==> config.mk <==
export PLATFORM = sky130hd
export DESIGN_NAME = owd_top
export DESIGN_NICKNAME = d
export VERILOG_FILES = /design/src/owd_pkg.sv /design/src/owd_top.sv
export SDC_FILE = /design/constraint.sdc
export NUM_CORES = 1
export LEC_CHECK = 0
export ABC_AREA = 1
export BUFFER_PORTS_ARGS = -buffer_cell sky130_fd_sc_hd__buf_4
export CAP_MARGIN = 25
export CORE_ASPECT_RATIO = 0.8
export CORE_MARGIN = 10
export CORE_UTILIZATION = 37
export CTS_CLUSTER_SIZE = 25
export DETAILED_ROUTE_END_ITERATION = 6
export PLACE_DENSITY = 0.95
export SLEW_MARGIN = 20
export SYNTH_ARGS = -nofsm -noshare
export SYNTH_HDL_FRONTEND = slang
export SYNTH_SLANG_ARGS = --single-unit
==> constraint.sdc <==
create_clock -name pclk -period 3 [get_ports pclk]
set_input_delay 0.15 -clock pclk [delete_from_list [all_inputs] [get_ports pclk]]
set_output_delay 0.15 -clock pclk [all_outputs]
set_load 0.05 [all_outputs]
==> src/owd_pkg.sv <==
// Package: offsets, field positions, reset values and carrier types for the option decoder
package owd_pkg;

  // ----------------------------------------------------------------
  // Register map
  // ----------------------------------------------------------------
  localparam logic [11:0] OFS_LSS_CTRL  = 12'h000;  // low_supply_status_control
  localparam logic [11:0] OFS_LSS_LEVEL = 12'h004;  // Detector enable and level
  localparam logic [11:0] OFS_OPT_VIEW  = 12'h008;  // Decoded clock setup, read only

  // ----------------------------------------------------------------
  // Option word field positions
  // ----------------------------------------------------------------
  localparam int W1_POWER_BIT  = 12;
  localparam int W1_TRIM_HI    = 11;
  localparam int W1_TRIM_LO    = 7;
  localparam int W1_IRC_HI     = 6;
  localparam int W1_IRC_LO     = 5;
  localparam int W1_OSC_HI     = 4;
  localparam int W1_OSC_LO     = 1;
  localparam int W1_CLKOUT_BIT = 0;
  localparam int W2_TOP_BIT    = 12;
  localparam int W2_GREEN_BIT  = 11;
  localparam int W2_PKG_BIT    = 10;
  localparam int W2_ID_HI      = 9;
  localparam int W0_BOR_HI     = 9;
  localparam int W0_BOR_LO     = 8;

  // ----------------------------------------------------------------
  // Detector register bit positions
  // ----------------------------------------------------------------
  localparam int CTRL_OK_N_BIT  = 7;
  localparam int CTRL_FLAG_BIT  = 6;
  localparam int CTRL_WAKE_BIT  = 0;
  localparam int LEVEL_EN_BIT   = 6;
  localparam int LEVEL_SEL_HI   = 5;
  localparam int LEVEL_SEL_LO   = 4;

  // Reset values
  localparam logic [1:0] LEVEL_RESET = 2'h0;

  // ----------------------------------------------------------------
  // Encodings
  // ----------------------------------------------------------------
  typedef enum logic [3:0] {
    OWD_OSC_EXTRC_IO  = 4'h0,
    OWD_OSC_EXTRC_CLK = 4'h1,
    OWD_OSC_IRC_IO   = 4'h2,
    OWD_OSC_IRC_CLK  = 4'h3,
    OWD_OSC_LXT_A    = 4'h4,
    OWD_OSC_HXT_A    = 4'h5,
    OWD_OSC_LXT_B    = 4'h6,
    OWD_OSC_HXT_B    = 4'h7,
    OWD_OSC_MID      = 4'hF
  } owd_osc_e;

  typedef enum logic [1:0] {
    OWD_IRC_1MHZ  = 2'h0,
    OWD_IRC_8MHZ  = 2'h1,
    OWD_IRC_16MHZ = 2'h2,
    OWD_IRC_4MHZ  = 2'h3
  } owd_irc_e;

  // Brown-out thresholds in tenths of a volt, zero means power-on reset only
  localparam logic [5:0] BOR_RESET_11 = 6'h00;
  localparam logic [5:0] BOR_RESET_10 = 6'h1B;  // 2.7 V
  localparam logic [5:0] BOR_RESET_01 = 6'h23;  // 3.5 V
  localparam logic [5:0] BOR_RESET_00 = 6'h28;  // 4.0 V
  localparam logic [5:0] BOR_REL_10   = 6'h1D;  // 2.9 V
  localparam logic [5:0] BOR_REL_01   = 6'h25;  // 3.7 V
  localparam logic [5:0] BOR_REL_00   = 6'h2A;  // 4.2 V
  // Detector thresholds in tenths of a volt
  localparam logic [5:0] LSD_LVL_11   = 6'h16;  // 2.2 V
  localparam logic [5:0] LSD_LVL_10   = 6'h21;  // 3.3 V
  localparam logic [5:0] LSD_LVL_01   = 6'h28;  // 4.0 V
  localparam logic [5:0] LSD_LVL_00   = 6'h2D;  // 4.5 V

  // ----------------------------------------------------------------
  // Carriers
  // ----------------------------------------------------------------
  typedef struct packed {
    logic       low_power;     // Low-power operation
    logic [1:0] irc_freq;      // owd_irc_e code
    logic [3:0] osc_mode;      // Effective owd_osc_e code
    logic       xtal_pins;     // Both oscillator pins owned by the oscillator
    logic       alt_io_gpio;   // Alternate pin is plain I/O
    logic       rc_input_use;  // RC input pin is the oscillator
    logic       clkout_en;     // Shared pin acts as clock output
    logic       clkout_od;     // Clock output is open drain
    logic       green_16k;     // Green clock 16 kHz when set, 128 kHz when clear
    logic       pkg_20pin;     // 20-pin variant when set
    logic [9:0] customer_id;
  } owd_clk_cfg_s;

  typedef struct packed {
    logic [5:0] reset_level;   // Tenths of a volt, zero for none
    logic [5:0] release_level;
    logic [5:0] detect_level;
  } owd_volt_cfg_s;

  typedef struct packed {
    logic       ok_sync1;
    logic       ok_sync2;
    logic       ok_sync3;
    logic       flag;
    logic       wake_en;
    logic       detect_en;
    logic [1:0] level_sel;
    logic [31:0] prdata;
  } owd_state_s;

endpackage

==> src/owd_top.sv <==
// Option word decoder and low-supply detector register block
// Overview of operation
// Word one bit 12: zero low-power up to 400kHz, one high-power.
// Programmer leaves the five RC trim bits all ones.
// RC frequency field: 11 4MHz, 10 16MHz, 01 8MHz, 00 1MHz.
// Oscillator codes 0000-0011: external or internal RC, pin as I/O or clock.
// Codes 0100-0111 select crystal modes; 1111 is mid-range crystal.
// Every crystal mode dedicates both oscillator pins, never general I/O.
// Internal RC mode makes the alternate pin ordinary I/O.
// External RC mode uses the RC input pin as oscillator.
// In RC clock-out modes bit 0 picks open drain or clock drive.
// Programmer always sets word two bit 12 to one.
// Word two bit 11 picks green clock: zero 128kHz, one 16kHz.
// Word two bit 10 picks package: zero 18-pin, one 20-pin.
// Word two bits 9-0 carry a customer ID with no effect.
// Word zero bits 9-8 select brown-out reset and release levels.
// Status bit 7 reads zero while supply is low, else one.
// Flag bit 6 marks a pending detector request; software or hardware clears it.
// Bit 0 is a software read/write low-supply wake enable.
// Software sets wake enable whenever detection must interrupt or wake.
// Register contents are kept while supply falls below operating voltage.
// Level field selects 2.2, 3.3, 4.0 or 4.5V; disabled reads status one.
// Separate enable bit turns the detector on or off.
// System reset clears the low-supply flag.
// Option bits are fixed inputs, not reachable by the program.
// Unlisted oscillator codes fall back to mid-range crystal.
// Control bits 5 to 1 read zero and ignore writes.
`timescale 1ns/100ps

module owd_top (
  input  wire logic                 pclk,
  input  wire logic                 presetn,
  input  wire logic                 psel,
  input  wire logic                 penable,
  input  wire logic                 pwrite,
  input  wire logic [11:0]          paddr,
  input  wire logic [31:0]          pwdata,
  input  wire logic [3:0]           pstrb,
  output logic      [31:0]          prdata,
  output logic                      pready,
  output logic                      pslverr,
  input  wire logic [12:0]          option_word0,
  input  wire logic [12:0]          option_word1,
  input  wire logic [12:0]          option_word2,
  input  wire logic                 supply_below_level,
  input  wire logic                 hw_flag_clear,
  output owd_pkg::owd_clk_cfg_s     clk_cfg,
  output owd_pkg::owd_volt_cfg_s    volt_cfg,
  output logic                      low_supply_flag,
  output logic                      low_supply_wake_en,
  output logic                      low_supply_wake
);

  // ----------------------------------------------------------------
  // Option word decode
  // ----------------------------------------------------------------
  owd_pkg::owd_state_s   st;
  owd_pkg::owd_state_s   next_st;
  owd_pkg::owd_clk_cfg_s next_clk_cfg;
  owd_pkg::owd_volt_cfg_s next_volt_cfg;
  logic [3:0]            osc_raw;
  logic                  is_ext_rc;
  logic                  is_irc;
  logic                  is_xtal;

  // Option words are straps with no software path; decode stays purely combinational
  assign osc_raw = option_word1[owd_pkg::W1_OSC_HI:owd_pkg::W1_OSC_LO];

  // Oscillator mode and pin ownership
  always_comb begin
    next_clk_cfg = '0;
    next_clk_cfg.low_power = ~option_word1[owd_pkg::W1_POWER_BIT];
    next_clk_cfg.irc_freq  = option_word1[owd_pkg::W1_IRC_HI:owd_pkg::W1_IRC_LO];
    case (osc_raw)
      owd_pkg::OWD_OSC_EXTRC_IO, owd_pkg::OWD_OSC_EXTRC_CLK, owd_pkg::OWD_OSC_IRC_IO, owd_pkg::OWD_OSC_IRC_CLK,
      owd_pkg::OWD_OSC_LXT_A, owd_pkg::OWD_OSC_HXT_A, owd_pkg::OWD_OSC_LXT_B, owd_pkg::OWD_OSC_HXT_B,
      owd_pkg::OWD_OSC_MID: begin
        next_clk_cfg.osc_mode = osc_raw;
      end
      default: begin
        next_clk_cfg.osc_mode = owd_pkg::OWD_OSC_MID;
      end
    endcase
    is_ext_rc = (next_clk_cfg.osc_mode == owd_pkg::OWD_OSC_EXTRC_IO) ||
                (next_clk_cfg.osc_mode == owd_pkg::OWD_OSC_EXTRC_CLK);
    is_irc    = (next_clk_cfg.osc_mode == owd_pkg::OWD_OSC_IRC_IO) ||
                (next_clk_cfg.osc_mode == owd_pkg::OWD_OSC_IRC_CLK);
    is_xtal   = ~is_ext_rc & ~is_irc;
    next_clk_cfg.xtal_pins    = is_xtal;
    next_clk_cfg.alt_io_gpio  = is_irc;
    next_clk_cfg.rc_input_use = is_ext_rc;
    next_clk_cfg.clkout_en    = (is_ext_rc | is_irc) & next_clk_cfg.osc_mode[0];
    next_clk_cfg.clkout_od    = next_clk_cfg.clkout_en & ~option_word1[owd_pkg::W1_CLKOUT_BIT];
    next_clk_cfg.green_16k    = option_word2[owd_pkg::W2_GREEN_BIT];
    next_clk_cfg.pkg_20pin    = option_word2[owd_pkg::W2_PKG_BIT];
    next_clk_cfg.customer_id  = option_word2[owd_pkg::W2_ID_HI:0];
  end

  assign clk_cfg = next_clk_cfg;

  // Brown-out and detector thresholds
  always_comb begin
    next_volt_cfg = '0;
    case (option_word0[owd_pkg::W0_BOR_HI:owd_pkg::W0_BOR_LO])
      2'h3: begin
        next_volt_cfg.reset_level   = owd_pkg::BOR_RESET_11;
        next_volt_cfg.release_level = owd_pkg::BOR_RESET_11;
      end
      2'h2: begin
        next_volt_cfg.reset_level   = owd_pkg::BOR_RESET_10;
        next_volt_cfg.release_level = owd_pkg::BOR_REL_10;
      end
      2'h1: begin
        next_volt_cfg.reset_level   = owd_pkg::BOR_RESET_01;
        next_volt_cfg.release_level = owd_pkg::BOR_REL_01;
      end
      default: begin
        next_volt_cfg.reset_level   = owd_pkg::BOR_RESET_00;
        next_volt_cfg.release_level = owd_pkg::BOR_REL_00;
      end
    endcase
    case (st.level_sel)
      2'h3: next_volt_cfg.detect_level = owd_pkg::LSD_LVL_11;
      2'h2: next_volt_cfg.detect_level = owd_pkg::LSD_LVL_10;
      2'h1: next_volt_cfg.detect_level = owd_pkg::LSD_LVL_01;
      default: next_volt_cfg.detect_level = owd_pkg::LSD_LVL_00;
    endcase
  end

  assign volt_cfg = next_volt_cfg;

  // ----------------------------------------------------------------
  // Detector registers and APB slave
  // ----------------------------------------------------------------
  logic       wr_en;
  logic       rd_en;
  logic       supply_low;
  logic       low_seen;
  logic       flag_set;
  logic [7:0] ctrl_view;
  logic [7:0] level_view;
  logic [7:0] opt_view;
  logic       addr_ok;

  assign wr_en   = psel & penable & pwrite;
  assign rd_en   = psel & ~penable & ~pwrite;
  assign addr_ok = (paddr == owd_pkg::OFS_LSS_CTRL) || (paddr == owd_pkg::OFS_LSS_LEVEL) ||
                   (paddr == owd_pkg::OFS_OPT_VIEW);
  assign pready  = 1'b1;
  assign pslverr = psel & penable & ~addr_ok;

  // Low seen only after the second and third stage agree; the detector off hides it
  assign low_seen   = st.ok_sync2 & st.ok_sync3;
  assign supply_low = st.detect_en & low_seen;
  assign flag_set   = supply_low;  // Level sensitive: re-arms each cycle while supply stays low

  // Views of each register for readback
  assign ctrl_view  = {~supply_low, st.flag, 5'h00, st.wake_en};
  assign level_view = {1'b0, st.detect_en, st.level_sel, 4'h0};
  assign opt_view   = {next_clk_cfg.osc_mode, next_clk_cfg.irc_freq, next_clk_cfg.pkg_20pin, next_clk_cfg.green_16k};

  // Next-state logic; the register file only changes on clock edges, so a dip in
  // supply that the core survives leaves its contents alone
  always_comb begin
    next_st = st;
    next_st.ok_sync1 = supply_below_level;
    next_st.ok_sync2 = st.ok_sync1;
    next_st.ok_sync3 = st.ok_sync2;
    if (wr_en && (paddr == owd_pkg::OFS_LSS_CTRL) && pstrb[0]) begin
      next_st.wake_en = pwdata[owd_pkg::CTRL_WAKE_BIT];
      if (!pwdata[owd_pkg::CTRL_FLAG_BIT]) begin
        next_st.flag = 1'b0;
      end
    end
    if (wr_en && (paddr == owd_pkg::OFS_LSS_LEVEL) && pstrb[0]) begin
      next_st.detect_en = pwdata[owd_pkg::LEVEL_EN_BIT];
      next_st.level_sel = pwdata[owd_pkg::LEVEL_SEL_HI:owd_pkg::LEVEL_SEL_LO];
    end
    if (hw_flag_clear) begin
      next_st.flag = 1'b0;
    end
    // A new low event outranks any clear in the same cycle
    if (flag_set) begin
      next_st.flag = 1'b1;
    end
    if (rd_en) begin
      if (paddr == owd_pkg::OFS_LSS_CTRL) begin
        next_st.prdata = {24'h00_0000, ctrl_view};
      end else if (paddr == owd_pkg::OFS_LSS_LEVEL) begin
        next_st.prdata = {24'h00_0000, level_view};
      end else if (paddr == owd_pkg::OFS_OPT_VIEW) begin
        next_st.prdata = {24'h00_0000, opt_view};
      end else begin
        next_st.prdata = 32'h0000_0000;
      end
    end
  end

  // State register; reset clears the flag and every control bit
  always_ff @(posedge pclk or negedge presetn) begin
    if (!presetn) begin
      st <= '0;
    end else begin
      st <= next_st;
    end
  end

  assign prdata             = st.prdata;
  assign low_supply_flag    = st.flag;
  assign low_supply_wake_en = st.wake_en;
  assign low_supply_wake    = st.flag & st.wake_en;

endmodule

==> qor.yml <==
status: "complete, no violations"
postRouteAntennaNets: 0
finalHoldViolCount: 0
remaining_drc_errors: 0
fin_cells: 300
fin_crit_sh_pct: 54.9
hpwl_microns: 3530
p_int_uw: 381
power.share.sequential_pct: 33.9
ys_seq_area_share_pct: 26.8
hold_start: "supply_below_level"
setup_viol: 0
maxCapViolCount: 0
cpPeakStageDelay_ps: 440
slowest_stage: "dfrtp_1"
critPathRequiredTime_ps: 2850
worst_skew_pair.late_latency_ps: 240
final_cell_area_sq_mm: 0.00185
port_buffers: 78
worst_ep_arrival_time_ps: 1500
max_freq_mhz: 607
cts_tree: "done"
crit_fanout: 5
area_growth_pct: 23.5
synthTopCellsByArea: "buf_4, dfrtp_1, nand2_1"
end_kind: "primary output"
drt-initial-drc-count: 25
synth_common_cells: "buf_4, nand2_1, dfrtp_1, inv_1, nor2_1"
r2r_start: "prdata[6]"
clkPwrFrac_pct: 23.6
yosys.area.top_type: "buf_4"
antenna_found_initial: 0
holdWs_ps: 7.59
critPathTopFamily: "flip-flops"
num_rows: 20
p_comb_share_pct: 42.5
cts.path.max_buffers: 2
overflow: 0
grt_pass1_wl_microns: 6040
track_usage_pct: 10.4
initial_core_util_pct: 38.8
wire_per_inst_microns: 12.8
grt_pass1_vias: 1282
r2r_slack_ps: 2140
fin_setup_tns_ps: 0
viasPerCell: 4.05
cellLeakagePower_uw: 0.00110
yosysWarnings: 0
cts_sinks: 16
worstSetupPathType: "flop to primary output"
synth_seq_cells: 16
insertedDiodeCount: 0
num_vias: 1216
synth_area_sq_mm: 0.00150
cts_root_buf: "clkbuf_8"
die_area_sq_mm: 0.00700
reg2reg_to: "prdata[6]"
h-tree-depth: 1
synth_most_common_cell: "buf_4"
fin_skew_ps: 2.35
rsz0062_at_grt: "false"
path_buf_inv: 2
route.final.wire_length_microns: 3830
crit_start: "level_view[4]"
startpoint_type: "flop"
p_sw_uw: 273
p_per_area_mw_per_mm2: 354
period_minus_slack_ps: 1650
firstDrtPassIters: 4
place_area_sq_mm: 0.00180
drv_slew: 0
synthFlopType: "dfrtp_1"
crit_chain: "inv_1 -> ha_1 -> or2_2 -> buf_4"
die_y_microns: 76.9
layout-drive-gt1-share_pct: 41.6
hold_depth: 1
grt_max_degree: 17
place_inst: 296
fp.dieW_microns: 91.1
min_path_type: "input pin to flop"
sw_frac_of_total_pct: 41.7
final_nets: 349
path_clk_slew_ps: 60
ir_drop_mv: 0.294
async_reset_ff_share_pct: 100
synth_top_area_share_pct: 29.1
post_cts_buffers: 0
core_sq_mm: 0.00385
synth-edff-count: 0
numCtsBuffers: 3
syn_inst: 199
synth_area_per_cell_sq_um: 7.51
hold_end: "next_st[38]"
num-fill-cells: 418
r2r.worst_path.cells: 3
yosysUniqueCellTypes: 23
gp_congestion: 0.757
io_pins: 173
cell usage in the layout, fill, tap and decap left out, drive strengths merged:
cell type,instances
nand2,38
nor3,2
dlygate4sd3,1
ha,8
dfrtp,16
buf,78
nor2,20
a21oi,2
clkbuf,3
and3b,1
conb,26
nand3,16
inv,20
o21ai,7
or2,7
registers in the layout, indices dropped and copies added (netlist names):
signal	flops
low_supply_wake_en	1
next_st	2
level_view	3
low_supply_flag	1
st	1
prdata	8
final cells by class:
| class | count | area [sq um] | area share, % |
|---|---|---|---|
| repair buffers | 79 | 596 | 32.2 |
| multi-input cells | 127 | 666 | 36.0 |
| flip-flops and latches | 16 | 400 | 21.7 |
| well taps | 55 | 68.8 | 3.73 |
| clock buffers | 3 | 41.3 | 2.24 |
| inverters | 20 | 75.1 | 4.07 |
worst reg2reg max path: cells and delay by family, from the launching register on:
| kind | cells | cell delay, ps |
|---|---|---|
| flip-flops | 1 | 370 |
| AND/OR/NAND/NOR | 2 | 330 |
| buffers and inverters | 1 | 50 |
worst max path at each step:
stage / to / slack [ps] / depth (start not counted)
6_report: volt_cfg[3] / 1350 / 4
5_1_grt: volt_cfg[3] / 1270 / 4
4_1_cts: volt_cfg[0] / 1340 / 4
3_5_place_dp: volt_cfg[0] / 1620 / 4
3_3_place_gp: volt_cfg[0] / 1650 / 4
2_1_floorplan: clk_cfg[12] / 1190 / 3
per-layer routing:
metal	wire length [microns]	global-route usage (%)	part of all wire, %	vias up
met5	0	0	0	-
met4	21	1.88	0.55	0
met3	273	4.28	7.1	4
met2	2180	19.9	57	44
met1	1350	10.2	35	548
li1	-	-	-	620
power groups by stage:
| stage | clock, uW | sequential (uW) | combinational (uW) |
|---|---|---|---|
| 6_report | 154 | 222 | 278 |
| 5_1_grt | 167 | 223 | 291 |
| 4_1_cts | 159 | 222 | 279 |
| 3_5_place_dp | 0 | 226 | 278 |
| 3_3_place_gp | 0 | 225 | 275 |
| 2_1_floorplan | 0 | 225 | 273 |
timing repair:
item                                    4_1_cts  5_1_grt
endpoints found under the hold margin        16        0
hold buffers                                  1        0
endpoints found under the setup margin        0        0
gates resized for setup                       0        0
logic make-up (layout without fill, tap and decap cells):
group | after synthesis | after routing | share of synthesized area, %
buffers and inverters | 80 | 102 | 34.7
flip-flops | 16 | 16 | 26.8
other | 2 | 26 | 0.502
adder cells (fa/ha/maj) | 8 | 8 | 6.69
AND/OR/NAND/NOR | 84 | 84 | 28.3
AO/OA/AOI/OAI | 9 | 9 | 3.01
per-stage QoR:
stage | total power, uW | utilization [%] | setup WS, ps
6_report | 654 | 47.9 | 1350
5_1_grt | 681 | 47.9 | 1270
4_1_cts | 660 | 47.9 | 1340
3_5_place_dp | 503 | 46.6 | 1620
3_3_place_gp | 500 | 46.6 | 1650
2_1_floorplan | 498 | - | 1190
Power figures use the tool's default switching activity.
